==> config.mk <==
export PLATFORM = sky130hd
export DESIGN_NAME = afs_fan_loop
export DESIGN_NICKNAME = d
export VERILOG_FILES = /design/src/core/afs_pkg.sv /design/src/core/afs_pwm_out.sv /design/src/core/afs_fan_loop.sv
export SDC_FILE = /design/constraint.sdc
export NUM_CORES = 1
export LEC_CHECK = 0
export ABC_AREA = 1
export ABC_CLOCK_PERIOD_IN_PS = 12110
export BUFFER_PORTS_ARGS = -buffer_cell sky130_fd_sc_hd__clkbuf_2
export CAP_MARGIN = 20
export CELL_PAD_IN_SITES_DETAIL_PLACEMENT = 1
export CELL_PAD_IN_SITES_GLOBAL_PLACEMENT = 1
export CORE_MARGIN = 4
export CORE_UTILIZATION = 40
export CTS_CLUSTER_DIAMETER = 150
export DETAILED_ROUTE_END_ITERATION = 16
export MAX_ROUTING_LAYER = met4
export PLACE_DENSITY = 0.78
export REMOVE_ABC_BUFFERS = 1
export SLEW_MARGIN = 40
export SYNTH_ARGS = -nofsm -noshare
export SYNTH_HDL_FRONTEND = slang
export SYNTH_HIERARCHICAL = 1
export SYNTH_SLANG_ARGS = --single-unit
==> constraint.sdc <==
create_clock -name clk -period 12.11 [get_ports clk]
set_clock_uncertainty 0.15 [all_clocks]
set_input_delay 1.8165 -clock clk [delete_from_list [all_inputs] [get_ports clk]]
set_output_delay 1.8165 -clock clk [all_outputs]
set_load 0.03 [all_outputs]
==> src/core/afs_pkg.sv <==
/*
  package for the automatic fan speed loop: register offsets, field positions,
  reset values and timing counts.
  assumes a 25 MHz core clock.
*/
`default_nettype none
package afs_pkg;
  localparam int CLK_HZ = 25_000_000;
  // register offsets
  localparam logic [7:0] ADDR_LOOP_CONFIG = 8'h00;
  localparam logic [7:0] ADDR_FAN1_CHAR = 8'h20;
  localparam logic [7:0] ADDR_FAN2_CHAR = 8'h21;
  localparam logic [7:0] ADDR_MIN_DUTY = 8'h22;
  localparam logic [7:0] ADDR_LOCAL_LOOP = 8'h24;
  localparam logic [7:0] ADDR_REMOTE1_LOOP = 8'h25;
  localparam logic [7:0] ADDR_REMOTE2_LOOP = 8'h26;
  // reset values
  localparam logic [7:0] RST_LOOP_CONFIG = 8'h80;
  localparam logic [7:0] RST_FAN_CHAR = 8'h1D;
  localparam logic [7:0] RST_MIN_DUTY = 8'h55;
  localparam logic [7:0] RST_LOCAL_LOOP = 8'h44;
  localparam logic [7:0] RST_REMOTE_LOOP = 8'h64;
  // field positions
  localparam int AUTO_BIT = 7;
  localparam int ROUTE_HI = 6;
  localparam int ROUTE_LO = 5;
  localparam int SPIN_HI = 2;
  localparam int SPIN_LO = 0;
  localparam int TON_HI = 7;
  localparam int TON_LO = 3;
  localparam int SPAN_HI = 2;
  localparam int SPAN_LO = 0;
  // routing codes
  localparam logic [1:0] ROUTE_SPLIT = 2'h0;
  localparam logic [1:0] ROUTE_R1 = 2'h1;
  localparam logic [1:0] ROUTE_R2 = 2'h2;
  localparam logic [1:0] ROUTE_FASTEST = 2'h3;
  // duty code and turn-off hysteresis
  localparam logic [3:0] MAX_DUTY_CODE = 4'hF;
  localparam logic [7:0] HYST_DEGC = 8'h05;
  // timing
  localparam int SPIN_TICK_MS = 200;
  localparam int SPIN_TICK_CYCLES = CLK_HZ / 1000 * SPIN_TICK_MS;
  localparam int PWM_SLOTS = 240;
  localparam int PWM_FREQ_X4_HZ = 125;
  localparam int PWM_SLOT_CYCLES = CLK_HZ * 4 / (PWM_FREQ_X4_HZ * PWM_SLOTS);
  localparam logic [7:0] PWM_LAST_SLOT = 8'(PWM_SLOTS - 1);
endpackage : afs_pkg
`default_nettype wire

==> src/core/afs_pwm_out.sv <==
/*
  one pwm output: 240 slots per period, duty code times 16 slots high.
  assumes slot_en is a one-cycle pulse from the caller's divider.
*/
`default_nettype none
module afs_pwm_out (
  input wire logic clk,
  input wire logic srst,
  input wire logic slot_en,
  input wire logic [3:0] duty_code,
  output logic pwm
);
  typedef struct packed {
    logic [7:0] cnt;
    logic pwm;
  } afs_pwm_s;

  afs_pwm_s st_r;
  afs_pwm_s st_nxt;

  always_comb begin
    st_nxt = st_r;
    if (slot_en) begin
      st_nxt.cnt = (st_r.cnt == afs_pkg::PWM_LAST_SLOT) ? 8'h00 : st_r.cnt + 8'h01;
      // code 15 gives 240 slots, so full duty never drops low
      st_nxt.pwm = st_nxt.cnt < {duty_code, 4'h0};
    end
  end

  always_ff @(posedge clk) begin
    if (srst) begin
      st_r <= '0;
    end else begin
      st_r <= st_nxt;
    end
  end

  assign pwm = st_r.pwm;
endmodule : afs_pwm_out
`default_nettype wire

==> src/core/afs_fan_loop.sv <==
/*
  automatic fan speed loop for two pwm fans, with its register bank.
  assumes temperatures are whole degrees c, unsigned, from logic on clk,
  and the register port is driven synchronously to clk.
*/
`default_nettype none
module afs_fan_loop #(
  parameter int TICK_CYCLES = afs_pkg::SPIN_TICK_CYCLES,
  parameter int SLOT_CYCLES = afs_pkg::PWM_SLOT_CYCLES
) (
  input wire logic clk,
  input wire logic srst,
  input wire logic [7:0] local_temp,
  input wire logic [7:0] remote1_temp,
  input wire logic [7:0] remote2_temp,
  input wire logic [7:0] reg_addr,
  input wire logic reg_wr,
  input wire logic reg_rd,
  input wire logic [7:0] reg_wdata,
  output logic [7:0] reg_rdata,
  output logic [3:0] fan1_duty_code,
  output logic [3:0] fan2_duty_code,
  output logic fan1_pwm,
  output logic fan2_pwm
);
  localparam int TW = $clog2(TICK_CYCLES + 1);
  localparam int SW = $clog2(SLOT_CYCLES + 1);
  localparam logic [TW-1:0] TICK_LAST = TW'(TICK_CYCLES - 1);
  localparam logic [SW-1:0] SLOT_LAST = SW'(SLOT_CYCLES - 1);

  typedef struct packed {
    logic [7:0] cfg;
    logic [7:0] fc1;
    logic [7:0] fc2;
    logic [7:0] mind;
    logic [7:0] tl;
    logic [7:0] tr1;
    logic [7:0] tr2;
    logic [7:0] rdata;
    logic [2:0] ch_on;
    logic [1:0] fan_on;
    logic [5:0] spin1;
    logic [5:0] spin2;
    logic [3:0] code1;
    logic [3:0] code2;
    logic [TW-1:0] tick;
    logic [SW-1:0] slot;
  } afs_state_s;

  afs_state_s st_r;
  afs_state_s st_nxt;
  logic slot_en;

  function automatic logic [7:0] ton_degc(input logic [7:0] loop);
    ton_degc = {1'b0, loop[afs_pkg::TON_HI:afs_pkg::TON_LO], 2'b00};
  endfunction : ton_degc

  // duty code for one channel against one fan's minimum code
  function automatic logic [3:0] chan_duty(input logic [7:0] temp, input logic [7:0] loop,
                                           input logic [3:0] min_code);
    logic [7:0] ton;
    logic [7:0] diff;
    logic [9:0] steps;
    logic [9:0] sum;
    ton = ton_degc(loop);
    diff = (temp > ton) ? temp - ton : 8'h00;
    // ten steps per span: shift replaces the divide
    case (loop[afs_pkg::SPAN_HI:afs_pkg::SPAN_LO])
      3'h0: steps = {1'b0, diff, 1'b0};
      3'h1: steps = {2'b00, diff};
      3'h2: steps = {3'b000, diff[7:1]};
      3'h3: steps = {4'h0, diff[7:2]};
      default: steps = {5'h00, diff[7:3]};
    endcase
    sum = {6'h00, min_code} + steps;
    chan_duty = (sum > {6'h00, afs_pkg::MAX_DUTY_CODE}) ? afs_pkg::MAX_DUTY_CODE : sum[3:0];
  endfunction : chan_duty

  function automatic logic [5:0] spin_ticks(input logic [2:0] code);
    case (code)
      3'h0: spin_ticks = 6'h01;
      3'h1: spin_ticks = 6'h02;
      3'h2: spin_ticks = 6'h03;
      3'h3: spin_ticks = 6'h04;
      3'h4: spin_ticks = 6'h05;
      3'h5: spin_ticks = 6'h0A;
      3'h6: spin_ticks = 6'h14;
      default: spin_ticks = 6'h28;
    endcase
  endfunction : spin_ticks

  function automatic logic [3:0] max4(input logic [3:0] a, input logic [3:0] b);
    max4 = (a > b) ? a : b;
  endfunction : max4

  logic [7:0] temps [3];
  logic [7:0] loops [3];
  logic [3:0] duty1 [3];
  logic [3:0] duty2 [3];
  logic [1:0] dem_on;
  logic [3:0] dem1;
  logic [3:0] dem2;
  logic tick_en;

  always_comb begin
    temps[0] = local_temp;
    temps[1] = remote1_temp;
    temps[2] = remote2_temp;
    loops[0] = st_r.tl;
    loops[1] = st_r.tr1;
    loops[2] = st_r.tr2;
    st_nxt = st_r;
    dem_on = 2'b00;
    dem1 = 4'h0;
    dem2 = 4'h0;
    tick_en = st_r.tick == TICK_LAST;
    st_nxt.tick = tick_en ? '0 : st_r.tick + TW'(1);
    st_nxt.slot = slot_en ? '0 : st_r.slot + SW'(1);

    // register port
    if (reg_wr) begin
      case (reg_addr)
        afs_pkg::ADDR_LOOP_CONFIG: st_nxt.cfg = reg_wdata;
        afs_pkg::ADDR_FAN1_CHAR: st_nxt.fc1 = reg_wdata;
        afs_pkg::ADDR_FAN2_CHAR: st_nxt.fc2 = reg_wdata;
        afs_pkg::ADDR_MIN_DUTY: st_nxt.mind = reg_wdata;
        afs_pkg::ADDR_LOCAL_LOOP: st_nxt.tl = reg_wdata;
        afs_pkg::ADDR_REMOTE1_LOOP: st_nxt.tr1 = reg_wdata;
        afs_pkg::ADDR_REMOTE2_LOOP: st_nxt.tr2 = reg_wdata;
        default: st_nxt.cfg = st_r.cfg;
      endcase
    end
    if (reg_rd) begin
      case (reg_addr)
        afs_pkg::ADDR_LOOP_CONFIG: st_nxt.rdata = st_r.cfg;
        afs_pkg::ADDR_FAN1_CHAR: st_nxt.rdata = st_r.fc1;
        afs_pkg::ADDR_FAN2_CHAR: st_nxt.rdata = st_r.fc2;
        afs_pkg::ADDR_MIN_DUTY: st_nxt.rdata = st_r.mind;
        afs_pkg::ADDR_LOCAL_LOOP: st_nxt.rdata = st_r.tl;
        afs_pkg::ADDR_REMOTE1_LOOP: st_nxt.rdata = st_r.tr1;
        afs_pkg::ADDR_REMOTE2_LOOP: st_nxt.rdata = st_r.tr2;
        default: st_nxt.rdata = 8'h00;
      endcase
    end

    // per-channel on state with turn-off hysteresis
    for (int c = 0; c < 3; c++) begin
      duty1[c] = chan_duty(temps[c], loops[c], st_r.mind[3:0]);
      duty2[c] = chan_duty(temps[c], loops[c], st_r.mind[7:4]);
      if (temps[c] > ton_degc(loops[c])) begin
        st_nxt.ch_on[c] = 1'b1;
      end else if ({1'b0, temps[c]} + {1'b0, afs_pkg::HYST_DEGC} < {1'b0, ton_degc(loops[c])}) begin
        st_nxt.ch_on[c] = 1'b0;
      end
    end

    case (st_r.cfg[afs_pkg::ROUTE_HI:afs_pkg::ROUTE_LO])
      afs_pkg::ROUTE_SPLIT: begin
        dem_on = {st_r.ch_on[2], st_r.ch_on[1]};
        dem1 = duty1[1];
        dem2 = duty2[2];
      end
      afs_pkg::ROUTE_R1: begin
        dem_on = {2{st_r.ch_on[1]}};
        dem1 = duty1[1];
        dem2 = duty2[1];
      end
      afs_pkg::ROUTE_R2: begin
        dem_on = {2{st_r.ch_on[2]}};
        dem1 = duty1[2];
        dem2 = duty2[2];
      end
      default: begin
        // fastest computed speed, not hottest channel; off channels ignored
        dem_on = {2{|st_r.ch_on}};
        for (int c = 0; c < 3; c++) begin
          if (st_r.ch_on[c]) begin
            dem1 = max4(dem1, duty1[c]);
            dem2 = max4(dem2, duty2[c]);
          end
        end
      end
    endcase

    // fan 1 spin-up; one extra tick since the tick divider free-runs
    if (!st_r.fan_on[0] && dem_on[0]) begin
      st_nxt.fan_on[0] = 1'b1;
      st_nxt.spin1 = spin_ticks(st_r.fc1[afs_pkg::SPIN_HI:afs_pkg::SPIN_LO]) + 6'h01;
    end else if (!dem_on[0]) begin
      st_nxt.fan_on[0] = 1'b0;
      st_nxt.spin1 = 6'h00;
    end else if (tick_en && st_r.spin1 != 6'h00) begin
      st_nxt.spin1 = st_r.spin1 - 6'h01;
    end
    if (!st_r.fan_on[1] && dem_on[1]) begin
      st_nxt.fan_on[1] = 1'b1;
      st_nxt.spin2 = spin_ticks(st_r.fc2[afs_pkg::SPIN_HI:afs_pkg::SPIN_LO]) + 6'h01;
    end else if (!dem_on[1]) begin
      st_nxt.fan_on[1] = 1'b0;
      st_nxt.spin2 = 6'h00;
    end else if (tick_en && st_r.spin2 != 6'h00) begin
      st_nxt.spin2 = st_r.spin2 - 6'h01;
    end

    st_nxt.code1 = !st_r.fan_on[0] ? 4'h0 : (st_r.spin1 != 6'h00) ? afs_pkg::MAX_DUTY_CODE : dem1;
    st_nxt.code2 = !st_r.fan_on[1] ? 4'h0 : (st_r.spin2 != 6'h00) ? afs_pkg::MAX_DUTY_CODE : dem2;

    // software mode: loop parked, fans off, so re-entry always spins up
    if (!st_r.cfg[afs_pkg::AUTO_BIT]) begin
      st_nxt.fan_on = 2'b00;
      st_nxt.spin1 = 6'h00;
      st_nxt.spin2 = 6'h00;
      st_nxt.code1 = 4'h0;
      st_nxt.code2 = 4'h0;
    end
  end

  always_ff @(posedge clk) begin
    if (srst) begin
      st_r <= '0;
      st_r.cfg <= afs_pkg::RST_LOOP_CONFIG;
      st_r.fc1 <= afs_pkg::RST_FAN_CHAR;
      st_r.fc2 <= afs_pkg::RST_FAN_CHAR;
      st_r.mind <= afs_pkg::RST_MIN_DUTY;
      st_r.tl <= afs_pkg::RST_LOCAL_LOOP;
      st_r.tr1 <= afs_pkg::RST_REMOTE_LOOP;
      st_r.tr2 <= afs_pkg::RST_REMOTE_LOOP;
    end else begin
      st_r <= st_nxt;
    end
  end

  assign slot_en = st_r.slot == SLOT_LAST;
  assign reg_rdata = st_r.rdata;
  assign fan1_duty_code = st_r.code1;
  assign fan2_duty_code = st_r.code2;

  afs_pwm_out u_pwm1 (
    .clk(clk),
    .srst(srst),
    .slot_en(slot_en),
    .duty_code(st_r.code1),
    .pwm(fan1_pwm)
  );

  afs_pwm_out u_pwm2 (
    .clk(clk),
    .srst(srst),
    .slot_en(slot_en),
    .duty_code(st_r.code2),
    .pwm(fan2_pwm)
  );
endmodule : afs_fan_loop
`default_nettype wire

==> impl_metrics.csv <==
group,metric,value,unit
status,status,"finished, final reports clean",
global_routing,grt_use_total,0.2355,
cts,clockBufferDepth,2,
global_routing,grt_pass1_vias,12460,
critical_path,cp.arrival,7.87,ns
cts,clock_latency,0.46,ns
synthesis,synth_largest_area_cell,"dfxtp_1",
route,drc_errors,0,
critical_path,cp_max_fo,6,
critical_path,critPathRequiredTime,12.32,ns
floorplan,core,29640,um^2
sta,min_period_over_period,0.6319,
synthesis,syn_inst,1824,
sta,rsz0062_at_grt,"no",
hold_path,min_path_cells,1,
placement,post_dp_cell_area,12620,um^2
global_routing,grt-ovfl-total,0,
power_and_ir_drop,total_power,1.370,mW
critical_path,r2r_end,"fan1_duty_code[3]",
critical_path,worst_setup_path_end_kind,"register",
floorplan,start_util,0.4054,
sta,whs,0.3034,ns
cts,cts_tree,"built",
sta,period_needed,7.653,ns
synthesis,synth-seq-cells,142,
synthesis,synthArstFlopShare,0,
route,wirelength,37650,um
power_and_ir_drop,power.density,103.5,nW/um^2
finish,antenna_cells,0,
critical_path,crit_path_start_kind,"input pin",
route,drt-vias-per-instance,5.372,
critical_path,cp_slowest_cell,"fa_1",
floorplan,dieArea,32870,um^2
flow_run,max-cap-violations,0,
placement,hpwl,29850,um
finish,nets,2002,
critical_path,crit_type,"in2reg",
placement,place_congestion,0.9508,
synthesis,synth_edf_count,0,
cts,htreeDepth,4,
synthesis,yosysMostFrequentCell,"nand2_1",
power_and_ir_drop,p_leak,6.226,nW
route,wl_per_cell,16.59,um
synthesis,avgSynthCellArea,6.587,um^2
synthesis,synth_area,12010,um^2
synthesis,synth_area_leaders,"dfxtp_1 (24%), nand2_1 (12%), inv_1 (9.1%), ha_1 (8.5%), a21oi_1 (5.7%)",
synthesis,yosysUniqueCellTypes,66,
finish,fin_util,0.4469,
cts,postCtsHoldBufs,0,
finish,drive_gt1_frac,0.1261,
sta,fmax,130.7,MHz
sta,hold_viol_final,0,
finish,stdcell_area,13250,um^2
cts,cts_resized,0,
critical_path,r2r_setup_slack,5.44,ns
route,drt_pre_antenna_iters,5,
finish,fillers,3980,
critical_path,crit_top_cell,"inv_1",
critical_path,crit-reg2reg-launch,"loops[19]",
power_and_ir_drop,irDropWorstVdd,0.1039,mV
cts,clk_pin_slew,0.06,ns
cts,numCtsBuffers,17,
route,vias,12190,
synthesis,synth_commonest_cells,"nand2_1 (372), inv_1 (290), nor2_1 (156), dfxtp_1 (142), a21oi_1 (137)",
synthesis,yosysSeqAreaShare,0.2366,
hold_path,min_from,"st_r[12]",
sta,tns,0,ns
critical_path,reg2reg_depth,43,
global_routing,grt_pass1_wl,62400,um
route,ant_nets,0,
sta,worst_pin_slew,0.8547,ns
global_routing,antenna_found_initial,0,
floorplan,row_count,63,
route,dr.first_iter.drc_count,602,
synthesis,synth.top_cell.area_share,0.2366,
global_routing,grt_max_degree,47,
finish,syn2layout_area_growth,10.26,%
sta,slew_headroom,0.4281,
floorplan,die_y,181.3,um
sta,setup-violations-final,0,
critical_path,critical-path-max-stage-delay,0.44,ns
synthesis,ys_warn_count,6,
synthesis,ys.flop_type,"dfxtp_1",
cts,cts.root.buffer_cell,"clkbuf_16",
hold_path,hold_end,"st_r[12]",
cts,cts_num_sinks,142,
cts,postCtsSetupBuffers,0,
sta,maxSlewViolCount,0,
floorplan,die_x,181.3,um
hold_path,hold_path_class,"reg2reg",
floorplan,io_pins,62,
placement,port_buffers,61,
[report_power, final]
part	leakage [nW]	switching (mW)	internal [mW]
sequential	1.15	0.00814	0.474
clock	0.305	0.249	0.333
combinational	4.77	0.201	0.105
total	6.23	0.458	0.912
[cells by family (layout without fill, tap and decap cells)]
logic type | after synthesis | count (layout) | share of synthesized area
compound gates | 334 | 334 | 0.1642
xor+xnor | 39 | 39 | 0.02843
fa+ha+maj | 91 | 91 | 0.1004
buf+inv | 359 | 414 | 0.1182
flops | 142 | 142 | 0.2366
mux | 1 | 1 | 0.0009372
simple gates | 858 | 858 | 0.3512
[area by class of cell]
type                    count  area [um^2]  share of cell area
multi-input cells        1323         7760              0.5858
flip-flops and latches    142         2843              0.2146
inverters                 319         1200             0.09058
well taps                 390        488.0             0.03684
clock buffers              17        425.4             0.03211
repair buffers             64        327.8             0.02475
clock inverters            14        202.7             0.01530
[worst max-delay path, delay by kind of cell]
| family | cells | cell delay [ns] |
|---|---|---|
| buf+inv | 10 | 0.84 |
| simple gates | 15 | 1.94 |
| compound gates | 11 | 1.77 |
| fa+ha+maj | 5 | 1.49 |
[metrics by stage]
step | worst slack, ns | std cells
global placement | 4.332 | 2238
floorplan | 4.984 | 1784
global route | 3.694 | 2269
CTS | 4.491 | 2269
detailed placement | 4.043 | 2238
finish | 4.457 | 2269
[placed cells by master (no fill, tap or decap), types with 13 or more instances in the layout]
cell	n
a211oi_1	18
a21oi_1	137
clkbuf_16	17
clkbuf_2	61
dfxtp_1	142
ha_1	82
inv_1	290
inv_2	21
nand2_1	372
nand2_2	24
nand3_1	131
nand4_1	43
nor2_1	155
nor2_2	19
nor2_4	25
nor3_1	24
o211ai_1	15
o21ai_0	87
o22ai_1	13
xnor2_1	15
xor2_1	24
[per-layer routing]
metal / track usage / up-vias / part of all wire
li1: - / 6092 / -
met2: 0.4075 / 185 / 0.49
met5: - / - / 0
met3: 0.02819 / 38 / 0.029
met4: 0.05554 / 0 / 0.015
met1: 0.2944 / 5875 / 0.46
[flip-flops by register name, indices dropped and copies added, names as in the netlist]
name            flops
u_pwm2/st_r         8
reg_rdata           8
loops              24
st_r               84
fan1_duty_code      4
u_pwm1/pwm          1
fan2_duty_code      4
u_pwm2/pwm          1
u_pwm1/st_r         8
[how the worst max path moves through the flow]
stage	start	to	slack, ns	cells after the start
6_report	remote1_temp[2]	fan1_duty_code[3]	4.46	41
4_1_cts	local_temp[2]	fan1_duty_code[3]	4.49	47
2_1_floorplan	local_temp[2]	fan1_duty_code[0]	4.98	46
3_3_place_gp	remote1_temp[2]	fan1_duty_code[0]	4.33	41
3_5_place_dp	local_temp[2]	fan1_duty_code[3]	4.04	47
5_1_grt	remote1_temp[2]	fan1_duty_code[1]	3.69	41
Note: power is estimated with default switching activity, not from simulation.
